$ cat config.mk
export PLATFORM = sky130hd
export DESIGN_NAME = spi_clock_config
export DESIGN_NICKNAME = d
export VERILOG_FILES = /design/src/core/spi_cfg_pkg.sv /design/src/core/spi_clock_config.sv
export SDC_FILE = /design/constraint.sdc
export NUM_CORES = 1
export LEC_CHECK = 0
export BUFFER_PORTS_ARGS = -buffer_cell sky130_fd_sc_hd__buf_2
export CAP_MARGIN = 30
export CORE_MARGIN = 1
export CORE_UTILIZATION = 40
export DETAILED_ROUTE_END_ITERATION = 12
export HOLD_SLACK_MARGIN = 0.02
export PLACE_DENSITY = 0.65
export SYNTH_ARGS = -nofsm -noshare
export SYNTH_HDL_FRONTEND = slang
export SYNTH_SLANG_ARGS = --single-unit
$ cat constraint.sdc
create_clock -name sys_clk_i -period 2.65 [get_ports sys_clk_i]
set_clock_uncertainty 0.1 [all_clocks]
set_input_delay 0.53 -clock sys_clk_i [delete_from_list [all_inputs] [get_ports sys_clk_i]]
set_output_delay 0.53 -clock sys_clk_i [all_outputs]
set_load 0.01 [all_outputs]
$ cat src/core/spi_cfg_pkg.sv
// package of register layout and timing constants for the serial clock/config block
package spi_cfg_pkg;
    // configuration register fields
    localparam int CFG_PHASE_BIT = 7;
    localparam int CFG_POL_BIT = 6;
    localparam int CFG_BC_HI = 5;
    localparam int CFG_BC_LO = 3;
    localparam int CFG_FRS_HI = 2;
    localparam int CFG_FRS_LO = 0;
    localparam logic [7:0] CFG_RESET = 8'h00;
    localparam logic [7:0] CFG_WRITE_MASK = 8'hc7;
    // control register fields
    localparam int CTL_EN_BIT = 0;
    localparam int CTL_MST_BIT = 1;
    localparam int CTL_SLAVE_SELECTED_FLAG_BIT = 2;
    localparam int CTL_BUSY_BIT = 3;
    localparam int CTL_MODE_FAULT_FLAG_BIT = 5;
    localparam logic [7:0] CTL_RESET = 8'h00;
    localparam logic [7:0] CKR_RESET = 8'h00;
    // register selects on the documented special function register port
    localparam logic [1:0] SEL_CTL = 2'h0;
    localparam logic [1:0] SEL_DAT = 2'h1;
    localparam logic [1:0] SEL_CFG = 2'h2;
    localparam logic [1:0] SEL_CKR = 2'h3;
    // serial clock period = HALF_SCALE * (rate + 1) system clocks
    localparam int HALF_SCALE = 2;
    localparam logic [3:0] BITS_MAX = 4'h8;
endpackage : spi_cfg_pkg

$ cat src/core/spi_clock_config.sv
// serial interface clock timing, configuration and multi-master take-over logic
`timescale 1ns/1ps
// ==========================================================================
// How it works
// - phase bit picks which serial clock edge latches data.
// - polarity bit picks active-high or active-low clock; four modes.
// - master and slave must share phase and polarity.
// - rate register sets master serial clock frequency.
// - slave mode ignores rate register, follows external clock.
// - frame-size field sets one to eight bits per master transfer.
// - select low while master sets mode fault, clears enables.
// - master serial clock at most half the system clock.
module spi_clock_config (
    input wire logic sys_clk_i,
    input wire logic resetn_i,
    input wire logic reg_wr_i,
    input wire logic [1:0] reg_sel_i,
    input wire logic [7:0] reg_wdata_i,
    output logic [7:0] reg_rdata_o,
    input wire logic sclk_i,
    output logic sclk_o,
    output logic sclk_oe_n_o,
    input wire logic slave_select_n_i,
    output logic mosi_o,
    input wire logic miso_i,
    output logic sample_o,
    output logic shift_o,
    output logic busy_o
);
    import spi_cfg_pkg::*;

    typedef enum logic [1:0] {IDLE = 2'b00, LEAD = 2'b01, TRAIL = 2'b11} state_t;

    // ======================================================================
    // reset release and input synchronisers
    logic [1:0] rst_sync;
    logic rst_n;
    always_ff @(posedge sys_clk_i or negedge resetn_i) begin
        if (!resetn_i) rst_sync <= 2'b00;
        else rst_sync <= {rst_sync[0], 1'b1};
    end
    assign rst_n = rst_sync[1];

    logic [1:0] sck_s;
    logic [1:0] nss_s;
    logic [1:0] miso_s;
    logic sck_d;
    always_ff @(posedge sys_clk_i or negedge rst_n) begin
        if (!rst_n) begin
            sck_s <= 2'b00;
            nss_s <= 2'b11;
            miso_s <= 2'b00;
            sck_d <= 1'b0;
        end else begin
            sck_s <= {sck_s[0], sclk_i};
            nss_s <= {nss_s[0], slave_select_n_i};
            miso_s <= {miso_s[0], miso_i};
            sck_d <= sck_s[1];
        end
    end

    // ======================================================================
    // registers
    logic [7:0] config_reg;
    logic [7:0] clock_rate_register;
    logic [7:0] data_register;
    logic interface_enable_bit;
    logic master_enable_bit;
    logic mode_fault_flag;
    logic clock_phase_bit;
    logic clock_polarity_bit;
    logic [2:0] frame_size_field;
    logic [2:0] bit_count_field;
    logic slave_selected_flag;
    logic is_master;
    logic fault;
    logic wr_ctl;
    logic wr_cfg;
    logic wr_ckr;
    logic wr_dat;
    logic start;
    state_t state;
    state_t next_state;
    logic [7:0] div_cnt;
    logic [3:0] bits_done;
    logic [3:0] frame_bits;
    logic tick;
    logic sclk_q;
    logic [7:0] shreg;
    logic rx_bit;
    logic rx_next;
    logic hold_first;

    assign clock_phase_bit = config_reg[CFG_PHASE_BIT];
    assign clock_polarity_bit = config_reg[CFG_POL_BIT];
    assign frame_size_field = config_reg[CFG_FRS_HI:CFG_FRS_LO];
    assign bit_count_field = bits_done[2:0];
    assign slave_selected_flag = ~nss_s[1];
    assign is_master = interface_enable_bit & master_enable_bit;
    assign fault = is_master & ~nss_s[1];
    assign wr_ctl = reg_wr_i & (reg_sel_i == SEL_CTL);
    assign wr_cfg = reg_wr_i & (reg_sel_i == SEL_CFG);
    assign wr_ckr = reg_wr_i & (reg_sel_i == SEL_CKR);
    assign wr_dat = reg_wr_i & (reg_sel_i == SEL_DAT);
    // frame size 0 means eight bits
    assign frame_bits = (frame_size_field == 3'h0) ? BITS_MAX : {1'b0, frame_size_field};
    assign start = wr_dat & is_master & (state == IDLE) & ~fault;
    assign busy_o = (state != IDLE);
    // phase 1 shows the msb before the first edge, so that edge must not shift it away
    assign hold_first = clock_phase_bit & (state == LEAD) & (bits_done == 4'h0);
    // in phase 1 the last bit is latched on the very edge that ends the frame
    assign rx_next = clock_phase_bit ? miso_s[1] : rx_bit;

    always_ff @(posedge sys_clk_i or negedge rst_n) begin
        if (!rst_n) begin
            config_reg <= CFG_RESET;
            clock_rate_register <= CKR_RESET;
            interface_enable_bit <= CTL_RESET[CTL_EN_BIT];
            master_enable_bit <= CTL_RESET[CTL_MST_BIT];
            mode_fault_flag <= CTL_RESET[CTL_MODE_FAULT_FLAG_BIT];
        end else begin
            if (wr_cfg) begin
                config_reg <= (reg_wdata_i & CFG_WRITE_MASK) | {2'b00, bit_count_field, 3'b000};
            end else begin
                config_reg[CFG_BC_HI:CFG_BC_LO] <= bit_count_field;
            end
            if (wr_ckr) clock_rate_register <= reg_wdata_i;
            // hardware fault beats a concurrent software write
            if (fault) begin
                mode_fault_flag <= 1'b1;
                master_enable_bit <= 1'b0;
                interface_enable_bit <= 1'b0;
            end else if (wr_ctl) begin
                mode_fault_flag <= reg_wdata_i[CTL_MODE_FAULT_FLAG_BIT];
                master_enable_bit <= reg_wdata_i[CTL_MST_BIT];
                interface_enable_bit <= reg_wdata_i[CTL_EN_BIT];
            end
        end
    end

    // ======================================================================
    // master clock generator
    // half period of rate+1 cycles: never faster than half system clock
    assign tick = (div_cnt == 8'h00);

    always_comb begin
        next_state = state;
        unique case (state)
            IDLE: if (start) next_state = LEAD;
            LEAD: if (!is_master) next_state = IDLE;
                  else if (tick) next_state = TRAIL;
            TRAIL: if (!is_master) next_state = IDLE;
                   else if (tick && bits_done == frame_bits) next_state = IDLE;
                   else if (tick) next_state = LEAD;
            default: next_state = IDLE;
        endcase
    end

    always_ff @(posedge sys_clk_i or negedge rst_n) begin
        if (!rst_n) begin
            state <= IDLE;
            div_cnt <= 8'h00;
            bits_done <= 4'h0;
            sclk_q <= 1'b0;
            shreg <= 8'h00;
            rx_bit <= 1'b0;
        end else begin
            state <= next_state;
            if (start || tick) div_cnt <= clock_rate_register;
            else if (state != IDLE) div_cnt <= div_cnt - 8'h01;
            if (start) begin
                bits_done <= 4'h0;
                shreg <= reg_wdata_i;
            end else if (state == LEAD && tick) begin
                bits_done <= bits_done + 4'h1;
            end
            if (state != IDLE && tick && shift_o && !hold_first) begin
                shreg <= {shreg[6:0], rx_bit};
            end
            if (is_master && sample_o) rx_bit <= miso_s[1];
            // idle clock sits at the inactive level of the polarity
            if (next_state == IDLE) sclk_q <= clock_polarity_bit;
            else if (tick && state != IDLE) sclk_q <= ~sclk_q;
        end
    end

    // ======================================================================
    // edge selection
    // a slave reads edges of the external clock; rate register is unused there
    logic sck_rise;
    logic sck_fall;
    logic lead_edge;
    logic trail_edge;
    logic slave_active;
    assign slave_active = interface_enable_bit & ~master_enable_bit & ~nss_s[1];
    assign sck_rise = sck_s[1] & ~sck_d;
    assign sck_fall = ~sck_s[1] & sck_d;
    // leading edge is rise for idle-low clock, fall for idle-high
    assign lead_edge = is_master ? (state == LEAD && tick)
                     : (slave_active & (clock_polarity_bit ? sck_fall : sck_rise));
    assign trail_edge = is_master ? (state == TRAIL && tick)
                      : (slave_active & (clock_polarity_bit ? sck_rise : sck_fall));
    assign sample_o = clock_phase_bit ? trail_edge : lead_edge;
    assign shift_o = clock_phase_bit ? lead_edge : trail_edge;

    always_ff @(posedge sys_clk_i or negedge rst_n) begin
        if (!rst_n) begin
            sclk_o <= 1'b0;
            sclk_oe_n_o <= 1'b1;
            mosi_o <= 1'b0;
            data_register <= 8'h00;
            reg_rdata_o <= 8'h00;
        end else begin
            sclk_o <= is_master ? sclk_q : clock_polarity_bit;
            sclk_oe_n_o <= ~is_master;
            mosi_o <= shreg[7];
            if (state == TRAIL && next_state == IDLE) data_register <= {shreg[6:0], rx_next};
            unique case (reg_sel_i)
                SEL_CTL: reg_rdata_o <= {2'b00, mode_fault_flag, 1'b0, busy_o,
                                         slave_selected_flag, master_enable_bit,
                                         interface_enable_bit};
                SEL_DAT: reg_rdata_o <= data_register;
                SEL_CFG: reg_rdata_o <= config_reg;
                SEL_CKR: reg_rdata_o <= clock_rate_register;
            endcase
        end
    end
endmodule : spi_clock_config

* Yosys cells after proc, flatten, opt, wreduce, memory -nomap -nowiden
Index checks and enable logic that the tools add are counted.
** Word-level totals
- Bits in registers :: 71
- Bits in latches :: 0
- RAM bits :: 0
- ROM bits :: 0
- Bits of input ports :: 16
- Output and inout bits :: 14
- Logic and storage cells :: 109
- Memories kept :: 0
** Operators by class
- Add/subtract/negate cells :: 2
- Multiply operators :: 0
- Divide/modulo/power cells :: 0
- Magnitude comparators :: 0
- Eq/ne operators :: 6
- Shift-type cells :: 0
- Mux-type cells :: 32
- Bitwise operators :: 25
- Reduce and logical (&&, ||, !) cells :: 22
** Operators with widths (count)
- $mux 8 :: 4
- $pmux 8 s4 :: 1
- $and 1x1->1 :: 17
- $mux 1 :: 16
- $mux 2 :: 6
- $mux 4 :: 3
- $reduce_bool 2->1 :: 6
- $logic_and 1x1->1 :: 8
- $logic_not 8->1 :: 1
- $or 8x6->8 :: 1
- $sub 8x1->8 const B :: 1
- $not 1->1 :: 7
- $eq 2x2->1 const B :: 3
- $logic_not 2->1 :: 3
- $pmux 2 s3 :: 1
- $add 4x1->4 const B :: 1
- $eq 2x1->1 const B :: 2
- $eq 4x4->1 :: 1
- $logic_not 4->1 :: 1
- $logic_not 3->1 :: 1
- $mux 3 :: 1
- $logic_not 1->1 :: 1
- $logic_or 1x1->1 :: 1

* Longest topological paths before layout
Gate-level depths: netlist of the first run.
- Word-level depth :: 9
- Gate-level depth with buffers :: 8

* Worst setup path after synthesis of the first run
Ideal clock, no wire load.
- Path type :: flip-flop to flip-flop
- Start :: register div_cnt[0]
- End :: register shreg[0]
- Library setup time :: 0.125 ns
- Arrival :: 2.631 ns
- Path slack :: -0.206 ns
- Cell stages (with the launch flop) :: 9
- Period minus slack after synthesis :: 2.856 ns
- Cells stage by stage :: dfrtp_1 -> inv_1 -> ha_1 -> or4b_4 -> or4_4 -> o31a_1 -> a2111o_1 -> buf_6 -> mux2_4
** Between the ends
- Longest elaborated chain between the ends :: 7
** Ends and longest elaborated chain
- from (decl) :: line spi_clock_config.sv:84 : logic [7:0] div_cnt;
- from (signal assigned) :: line spi_clock_config.sv:169 : if (start || tick) div_cnt <= clock_rate_register;
- from (signal assigned) :: line spi_clock_config.sv:170 : else if (state != IDLE) div_cnt <= div_cnt - 8'h01;
- $logic_not 8->1 * :: line spi_clock_config.sv:144 : assign tick = (div_cnt == 8'h00);
- $logic_and 1x1->1 (on tied branches) :: line spi_clock_config.sv:201, spi_clock_config.sv:199
- $mux 1 (on tied branches) :: line spi_clock_config.sv:201, spi_clock_config.sv:199
- $mux 1 :: line spi_clock_config.sv:204 : assign shift_o = clock_phase_bit ? lead_edge : trail_edge;
- $logic_and 1x1->1 * (2 in series) :: line spi_clock_config.sv:177 : if (state != IDLE && tick && shift_o && !hold_first) begin
- $mux 8 / $reduce_bool 2->1 (equally long branches)
- to (signal assigned) :: line spi_clock_config.sv:173 : shreg <= reg_wdata_i;
- to (signal assigned) :: line spi_clock_config.sv:178 : shreg <= {shreg[6:0], rx_bit};
- to (decl) :: line spi_clock_config.sv:89 : logic [7:0] shreg;
Every way passes the cells marked *; elsewhere a longest branch is shown, timed or not.
A chain may end at the register's enable or synchronous reset.

* Final worst setup path of the first run
- Start :: register div_cnt[1]
- End :: output sample_o
** Between the ends
- Longest elaborated chain between the ends :: 4
** Ends and longest elaborated chain
- $logic_not 8->1 * :: line spi_clock_config.sv:144
- $logic_and 1x1->1 (on tied branches) :: line spi_clock_config.sv:199, spi_clock_config.sv:201
- $mux 1 (on tied branches) :: line spi_clock_config.sv:199, spi_clock_config.sv:201
- $mux 1 * :: line spi_clock_config.sv:203 : assign sample_o = clock_phase_bit ? trail_edge : lead_edge;
- to (decl) :: line spi_clock_config.sv:26 : output logic sample_o,
Marked as above.

==> results.json, run 1 <==
{
  "status": "finished, violations left",
  "violations": "negative setup slack",
  "area_delta_synth_final_pct": 22.81,
  "overflow": 0,
  "synth_ff_type": "dfrtp_1",
  "synth_area_leader_cell": "dfrtp_1",
  "fmax_ghz": 0.3168,
  "final.setup.tns_ps": -4090,
  "wl_per_cell_um": 17.03,
  "clk_pin_slew_ps": 80,
  "syn-num-nets": 264,
  "hpwlAfterDp_um": 5042,
  "setup_viol": 19,
  "drcViolationCount": 0,
  "r2r_cells": 8,
  "hold_path.class": "reg2async",
  "ios": 30,
  "pre_cts_ws_ps": -257.0,
  "rsz0062_at_grt": "yes",
  "maxSlewViolCount": 0,
  "gp_congestion": 0.8452,
  "cts_tree": "built",
  "rows": 32,
  "synth.distinct_cells": 40,
  "max_slew_margin_pct": 64.84,
  "netlist.area_leader.share_pct": 53.31,
  "hold_violations": 0,
  "drive_gt1_share_pct": 44.37,
  "p_leak_uw": 0.001784,
  "num-fill-cells": 712,
  "final_common_cell": "dfrtp_1",
  "max_cap_viol_count": 0,
  "power_density_nw_per_um2": 834.9,
  "place_inst": 393,
  "yosys_warnings": 0,
  "crit_required_ps": 2020,
  "grt_pass1_vias": 2259,
  "cts_sinks": 71,
  "start_util_pct": 41.31,
  "synthesis.area_um2": 3192,
  "drt_first_iter_violations": 107,
  "post-route-min-period_ps": 3157,
  "finalCritPeriodShare_pct": 119.1,
  "critPathArrivalTime_ps": 2530,
  "synth-seq-cells": 71,
  "synth_edf_count": 0,
  "die-area_um2": 8341,
  "ctsLongestPathBuffers": 2,
  "route.vias.total": 2120,
  "fin_ws_ps": -506.5,
  "core_area_um2": 7727,
  "ys_seq_area_share_pct": 55.78,
  "avgSynthCellArea_um2": 13.03,
  "crit_path_start_kind": "flop",
  "cts-buffers-inserted": 9,
  "synthArstFlopShare_pct": 100.0,
  "final_cells": 413,
  "grt.total_usage_pct": 18.47,
  "cts_root_buf": "clkbuf_8",
  "worstMarginPinSlew_ps": 527.4,
  "grt_pass1_wl_um": 11370,
  "ir_drop_v": 0.0002900,
  "reg2reg_setup_slack_ps": -250,
  "fin_nets": 325,
  "portBuffers": 29,
  "crit_type": "reg2out",
  "avgViaCountPerCell": 5.133,
  "syn-instance-count": 245,
  "end_kind": "primary output",
  "cts_max_level": 3,
  "antenna_found_initial": 0,
  "insertion_delay_ps": 340,
  "utilization_pct": 50.73,
  "die_w_um": 91.33,
  "cp_max_fo": 3,
  "drt-total-wl_um": 7033,
  "drt_first_pass_iters": 4,
  "final_antenna_net_count": 0,
  "diodes": 0,
  "grt_max_degree": 30,
  "ys_top_cells_by_area": "dfrtp_1 53%, mux2_2 13%, mux2_4 3.8%",
  "final_cell_mix": "67 x dfrtp_1, 29 x mux2_2, 29 x buf_2, 26 x buf_4, 19 x nor2_1",
  "dieHeight_um": 91.33
}
cells by family after synthesis:
kind of cell | count (synthesis) | synth area share [%]
compound gates | 24 | 5.057
xor+xnor | 15 | 4.116
fa+ha+maj | 3 | 1.176
buf+inv | 18 | 2.391
flops | 71 | 55.78
mux | 53 | 21.29
other cells | 1 | 0.1175
simple gates | 60 | 10.07
per-stage QoR:
stage / hold slack (ps) / instance area, um2 / total power (uW)
final: 148.6 / 3920 / 3273
after global routing: 161.8 / 3920 / 3463
after CTS: 165.4 / 3851 / 3251
after detailed placement: 160.1 / 3628 / 2388
after global placement: 159.2 / 3628 / 2350
after floorplan: 134.4 / 3192 / 2071
layer usage:
layer | vias up | track usage (%) | wire length (um)
met5 | - | 0 | 0
met2 | 27 | 28.98 | 3427
met3 | 13 | 2.848 | 114
li1 | 998 | - | -
met4 | 0 | 10.32 | 161
met1 | 1082 | 24.53 | 3330
where the power goes:
part	switching [uW]	total [uW]	internal (uW)
registers	263	1620	1360
logic	344	811	467
clock network	410	842	432
cell usage after synthesis, drive strengths merged (2+ instances only):
master  count
dfrtp      68
mux2       45
nor2       19
a21oi      11
nor3       10
clkbuf      8
inv         8
xnor2       8
nand2       7
xor2        7
mux4        5
nand3       5
nand4       4
a22o        3
dfstp       3
ha          3
mux2i       3
nor4        3
o21ai       3
buf         2
nand2b      2
nand3b      2
nor3b       2
or4b        2
repair_timing:
| action | 4_1_cts | 5_1_grt |
|---|---|---|
| pin swaps | 3 | 2 |
| hold endpoints to repair | 2 | 0 |
| gates cloned | 0 | 0 |
| setup endpoints to repair | 20 | 20 |
| setup buffers | 0 | 3 |
| resized for setup | 7 | 11 |
| hold buffers | 1 | 0 |
worst paths after layout:
| path | from | to |
|---|---|---|
| hold / removal | rst_sync[1] | reg_rdata_o[2] |
| min in group sys_clk_i | slave_select_n_i | nss_s[0] |
| max in group asynchronous | rst_sync[1] | nss_s[0] |
| setup reg to reg | div_cnt[1] | shreg[3] |
| hold reg to reg | rst_sync[1] | reg_rdata_o[2] |
| setup / recovery | div_cnt[1] | sample_o |
area by class of cell:
type | count | area [um2] | share of cell area (%)
Tap cell | 102 | 127.6 | 3.256
Timing Repair Buffer | 60 | 395.4 | 10.09
Multi-Input combinational cell | 156 | 1396 | 35.62
Sequential cell | 71 | 1782 | 45.45
Clock inverter | 6 | 61.31 | 1.564
Inverter | 8 | 30.03 | 0.7660
Clock buffer | 10 | 127.6 | 3.256
worst max-delay path, cell delays in order (launching register included):
cell and delay (ps):
dfrtp_1 390, inv_2 100, ha_4 130, or4b_4 450, or4_4 440, o31a_1 280
buf_6 130, mux2i_1 110, buf_2 140
Note: power is estimated with default switching activity, not from simulation.
==> run 2, diff against run 1 <==
- CTS_CLUSTER_SIZE: default -> 25
- PLACE_DENSITY: 0.65 -> 0.67
- REMOVE_ABC_BUFFERS: default -> 1
- clock period: 2.65 -> 2.6 ns (I/O delays scaled with it)
==> run 2 against run 1 <==
  * The run still ends with negative setup slack left
  * Hold slack gained 23 ps
  * Worst setup slack lost 30 ps
  * Cell count fell by 0.48%
  * Largest cell class unchanged
  * Largest power group unchanged
==> results.json, run 2 (synthesized netlist as in run 1, its figures left out) <==
{
  "status": "finished, violations left",
  "violations": "negative setup slack",
  "intPower_uw": 2424,
  "drt_first_pass_iters": 4,
  "fin_ws_ps": -536.2,
  "cts_tree": "built",
  "wl_per_cell_um": 17.09,
  "grt.total_usage_pct": 17.77,
  "avgViaCountPerCell": 5.268,
  "hold_ws_ps": 171.3,
  "utilization_pct": 50.84,
  "cts_sinks": 71,
  "final_cell_mix": "67 x dfrtp_1, 37 x mux2_2, 29 x buf_2, 24 x buf_4, 18 x nor2_1",
  "fin_nets": 323,
  "r2r_cells": 9,
  "drt-total-wl_um": 7025,
  "cts-buffers-inserted": 9,
  "max_cap_viol_count": 0,
  "cts_max_level": 3,
  "hold_violations": 0,
  "ir_drop_v": 0.0003986,
  "drt_first_iter_violations": 149,
  "route.met2.wl_um": 3466,
  "die_w_um": 91.33,
  "combPwrFrac_pct": 24.2,
  "fmax_ghz": 0.3189,
  "r2r_start": "div_cnt[1]",
  "grt_pass1_vias": 2147,
  "num-fill-cells": 662,
  "place_area_um2": 3631,
  "hpwlAfterDp_um": 4947,
  "critPathArrivalTime_ps": 2520,
  "grt_max_degree": 70,
  "core_area_um2": 7727,
  "crit_path_start_kind": "flop",
  "drcViolationCount": 0,
  "p_leak_uw": 0.001788,
  "switching_power_uw": 1039,
  "diodes": 0,
  "finalCritPeriodShare_pct": 120.6,
  "crit_type": "reg2out",
  "gp_congestion": 0.8115,
  "insertion_delay_ps": 350,
  "reg2reg_setup_slack_ps": -430,
  "power_density_nw_per_um2": 881.4,
  "antenna_found_initial": 0,
  "crit_required_ps": 1980,
  "power_frac_seq_pct": 47.4,
  "maxSlewViolCount": 0,
  "r2r_end": "shreg[3]",
  "clk_pin_slew_ps": 80,
  "portBuffers": 29,
  "dieHeight_um": 91.33,
  "ios": 30,
  "route.vias.total": 2165,
  "netSwitchingFraction_pct": 29.99,
  "setup_viol": 20,
  "final_antenna_net_count": 0,
  "ctsLongestPathBuffers": 2,
  "start_util_pct": 41.31,
  "end_kind": "primary output",
  "rsz0062_at_grt": "yes",
  "rows": 32,
  "worstPathCellList": "inv_2 > ha_4 > or4b_4 > or4_4 > o31a_1 > buf_6 > mux2i_1 > buf_2",
  "max_slew_margin_pct": 61.78,
  "stdcell_area_um2": 3929,
  "area_delta_synth_final_pct": 23.09,
  "max_stage_delay_ps": 460,
  "overflow": 0,
  "cp_max_fo": 3,
  "critPathBufInv": 3,
  "cp_slowest_cell": "or4b_4",
  "cts_root_buf": "clkbuf_8",
  "p_clk_share_pct": 28.4,
  "hold_path.class": "reg2async",
  "worstMarginPinSlew_ps": 571.8,
  "post-route-min-period_ps": 3136,
  "drive_gt1_share_pct": 44.34,
  "grt_pass1_wl_um": 10940,
  "die-area_um2": 8341,
  "crit_family": "simple AND/OR/NAND/NOR gates",
  "pre_cts_ws_ps": -281.4,
  "wl_met3_um": 249,
  "met1Wirelength_um": 3190,
  "final_common_cell": "dfrtp_1",
  "routed.top_layer": "met4"
}
run 2: cell count changes in the layout (fill, tap and decap cells not counted), sizes merged:
cell / before / now
buf: 59 / 57
bufinv: 1 / 2
clkinv: 4 / 2
clkbuf: 10 / 11
run 2: layout make-up:
| type | instances | area, um2 | share of cell area, % |
|---|---|---|---|
| Multi-Input combinational cell | 156 | 1369 | 34.84 |
| Clock buffer | 11 | 141.4 | 3.599 |
| Sequential cell | 71 | 1782 | 45.35 |
| Tap cell | 102 | 127.6 | 3.248 |
| Timing Repair Buffer | 58 | 397.9 | 10.13 |
| Clock inverter | 5 | 81.33 | 2.070 |
| Inverter | 8 | 30.03 | 0.7643 |
run 2: how the worst max path moves through the flow:
stage | start | to | slack, ps | depth (start not counted)
6_report | div_cnt[1] | sample_o | -540 | 8
5_1_grt | div_cnt[1] | sample_o | -610 | 8
4_1_cts | div_cnt[0] | shift_o | -560 | 8
3_5_place_dp | div_cnt[0] | shreg[2] | -280 | 8
3_3_place_gp | div_cnt[0] | shreg[7] | -240 | 8
2_1_floorplan | state[1] | div_cnt[0] | -760 | 5
run 2: what timing repair did:
item,CTS,global route
pin swaps,2,3
hold endpoints to repair,2,0
setup buffers,1,4
hold buffers,1,0
endpoints found under the setup margin,19,21
resized for setup,1,8
run 2: power groups by stage:
stage | clock, uW | sequential, uW | combinational (uW)
2_1_floorplan | 0 | 1630 | 463
3_3_place_gp | 0 | 1640 | 758
3_5_place_dp | 0 | 1650 | 790
4_1_cts | 1000 | 1630 | 796
5_1_grt | 1050 | 1670 | 903
6_report | 984 | 1640 | 838
run 2: routing by layer:
layer | track usage [%] | up-vias
met5 | 0 | -
met4 | 7.143 | 0
met3 | 5.025 | 10
met2 | 28.85 | 55
met1 | 22.44 | 1113
li1 | - | 987
run 2: metrics by stage:
| stage | setup TNS [ps] | total power (uW) | cells |
|---|---|---|---|
| final | -5573 | 3463 | 411 |
| after global routing | -7456 | 3614 | 411 |
| after CTS | -4243 | 3424 | 408 |
| after detailed placement | -2840 | 2436 | 390 |
| after global placement | -2219 | 2396 | 390 |
| after floorplan | -11170 | 2094 | 235 |
==> run 3, diff against run 2 <==
- TNS_END_PERCENT: default -> 1
==> run 3 against run 2 <==
  * The run still ends with negative setup slack left
  * Sequential share of layout area grew 0.39 points
  * Core utilization shrank 0.44 points
  * Non-clock buffer count shrank 4
  * Clock power is essentially flat
  * Die area is the same
  * Wire length shrank 1.4%
  * Critical endpoint unchanged
  * Highest routed layer unchanged
  * Final area shrank 0.86%
  * Global-route usage is essentially flat
  * Via count shrank 2.5%
  * Cell count shrank 0.97%
  * Critical path type unchanged
==> results.json, run 3 (synthesized netlist as in run 1, its figures left out) <==
{
  "status": "finished, violations left",
  "violations": "negative setup slack",
  "area_delta_synth_final_pct": 22.03,
  "place_area_um2": 3631,
  "drt-total-wl_um": 6930,
  "ir_drop_v": 0.0003998,
  "maxSlewViolCount": 0,
  "die-area_um2": 8341,
  "max_cap_viol_count": 0,
  "p_leak_uw": 0.001767,
  "overflow": 0,
  "cts_sinks": 71,
  "fmax_ghz": 0.3200,
  "final_antenna_net_count": 0,
  "antenna_found_initial": 0,
  "portBuffers": 29,
  "grt_max_degree": 70,
  "pre_cts_ws_ps": -281.4,
  "cts-buffers-inserted": 9,
  "worstMarginPinSlew_ps": 587.4,
  "final_common_cell": "dfrtp_1",
  "crit_path_start_kind": "flop",
  "drcViolationCount": 0,
  "met1Wirelength_um": 3126,
  "cp_max_fo": 3,
  "hold_violations": 0,
  "avgViaCountPerCell": 5.184,
  "insertion_delay_ps": 350,
  "setup_viol": 19,
  "cts_tree": "built",
  "finalCritPeriodShare_pct": 120.2,
  "post-route-min-period_ps": 3125,
  "drt_first_pass_iters": 4,
  "cts_setup_buffers": 0,
  "rsz0062_at_grt": "yes",
  "gp_congestion": 0.8115,
  "fin_nets": 319,
  "fin_ws_ps": -524.6,
  "cts_max_level": 3,
  "power_density_nw_per_um2": 880.0,
  "cts_root_buf": "clkbuf_8",
  "final_cells": 407,
  "clk_pin_slew_ps": 80,
  "rows": 32,
  "final.setup.tns_ps": -3387,
  "grt_pass1_wl_um": 10920,
  "place_inst": 390,
  "crit_type": "reg2out",
  "wl_per_cell_um": 17.03,
  "hpwlAfterDp_um": 4947,
  "max_slew_margin_pct": 60.80,
  "grt.total_usage_pct": 17.74,
  "critPathArrivalTime_ps": 2500,
  "drive_gt1_share_pct": 43.61,
  "crit_required_ps": 1980,
  "ctsLongestPathBuffers": 2,
  "hold_path.class": "reg2async",
  "drt_first_iter_violations": 118,
  "final_cell_mix": "67 x dfrtp_1, 37 x mux2_2, 29 x buf_2, 21 x buf_4, 18 x nor2_1",
  "core_area_um2": 7727,
  "reg2reg_setup_slack_ps": -270,
  "stdcell_area_um2": 3895,
  "end_kind": "primary output",
  "die_w_um": 91.33,
  "start_util_pct": 41.31,
  "routed.top_layer": "met4",
  "route.vias.total": 2110,
  "grt_pass1_vias": 2142,
  "route.met2.wl_um": 3417,
  "ios": 30,
  "diodes": 0,
  "wl_met3_um": 271,
  "dieHeight_um": 91.33
}
==> run 3: report_power, final <==
part	total, uW	leakage, uW	internal (uW)	switching [uW]
combinational	808	0.000800	455	353
sequential	1640	0.000857	1380	256
clock	981	0.000110	567	414
==> run 3: timing repair <==
action                                  in CTS  in global routing
resized for setup                            1                  7
hold endpoints to repair                     2                  0
endpoints found under the setup margin      19                 21
pin swaps                                    1                  1
hold buffers                                 1                  0
==> run 3: routing by layer <==
metal	up-vias	global-route usage (%)
li1	980	-
met1	1083	22.44
met2	39	28.72
met3	8	5.025
met4	0	7.143
met5	-	0
==> run 3: through the flow <==
step	hold slack [ps]	utilization [%]	total power (uW)
2_1_floorplan	124.4	-	2094
3_3_place_gp	201.4	46.99	2396
3_5_place_dp	208.8	46.99	2436
4_1_cts	153.2	50.05	3423
5_1_grt	155.5	50.40	3586
6_report	171.6	50.40	3428
==> run 3: path summary, 6_finish.rpt <==
path | end | start | cells past startpoint
setup / recovery | sample_o | div_cnt[0] | 8
setup reg to reg | shreg[3] | div_cnt[0] | 8
hold / removal | clock_rate_register[4] | rst_sync[1] | 1
max in group asynchronous | nss_s[0] | rst_sync[1] | 1
hold reg to reg | clock_rate_register[4] | rst_sync[1] | 1
min in group sys_clk_i | nss_s[0] | slave_select_n_i | 1
==> run 3: worst max-delay path: stages (launching register included) <==
cell and delay [ps]:
dfrtp_1 390, inv_2 80, ha_4 130, or4b_4 460, or4_4 440, o31a_1 270, buf_4 150, mux2i_1 110
buf_2 140
==> run 3: area by class of cell <==
type	count	area, um2
Clock buffer	11	141.4
Clock inverter	5	81.33
Fill cell	670	3832
Inverter	8	30.03
Multi-Input combinational cell	156	1369
Sequential cell	71	1782
Tap cell	102	127.6
Timing Repair Buffer	54	364.1
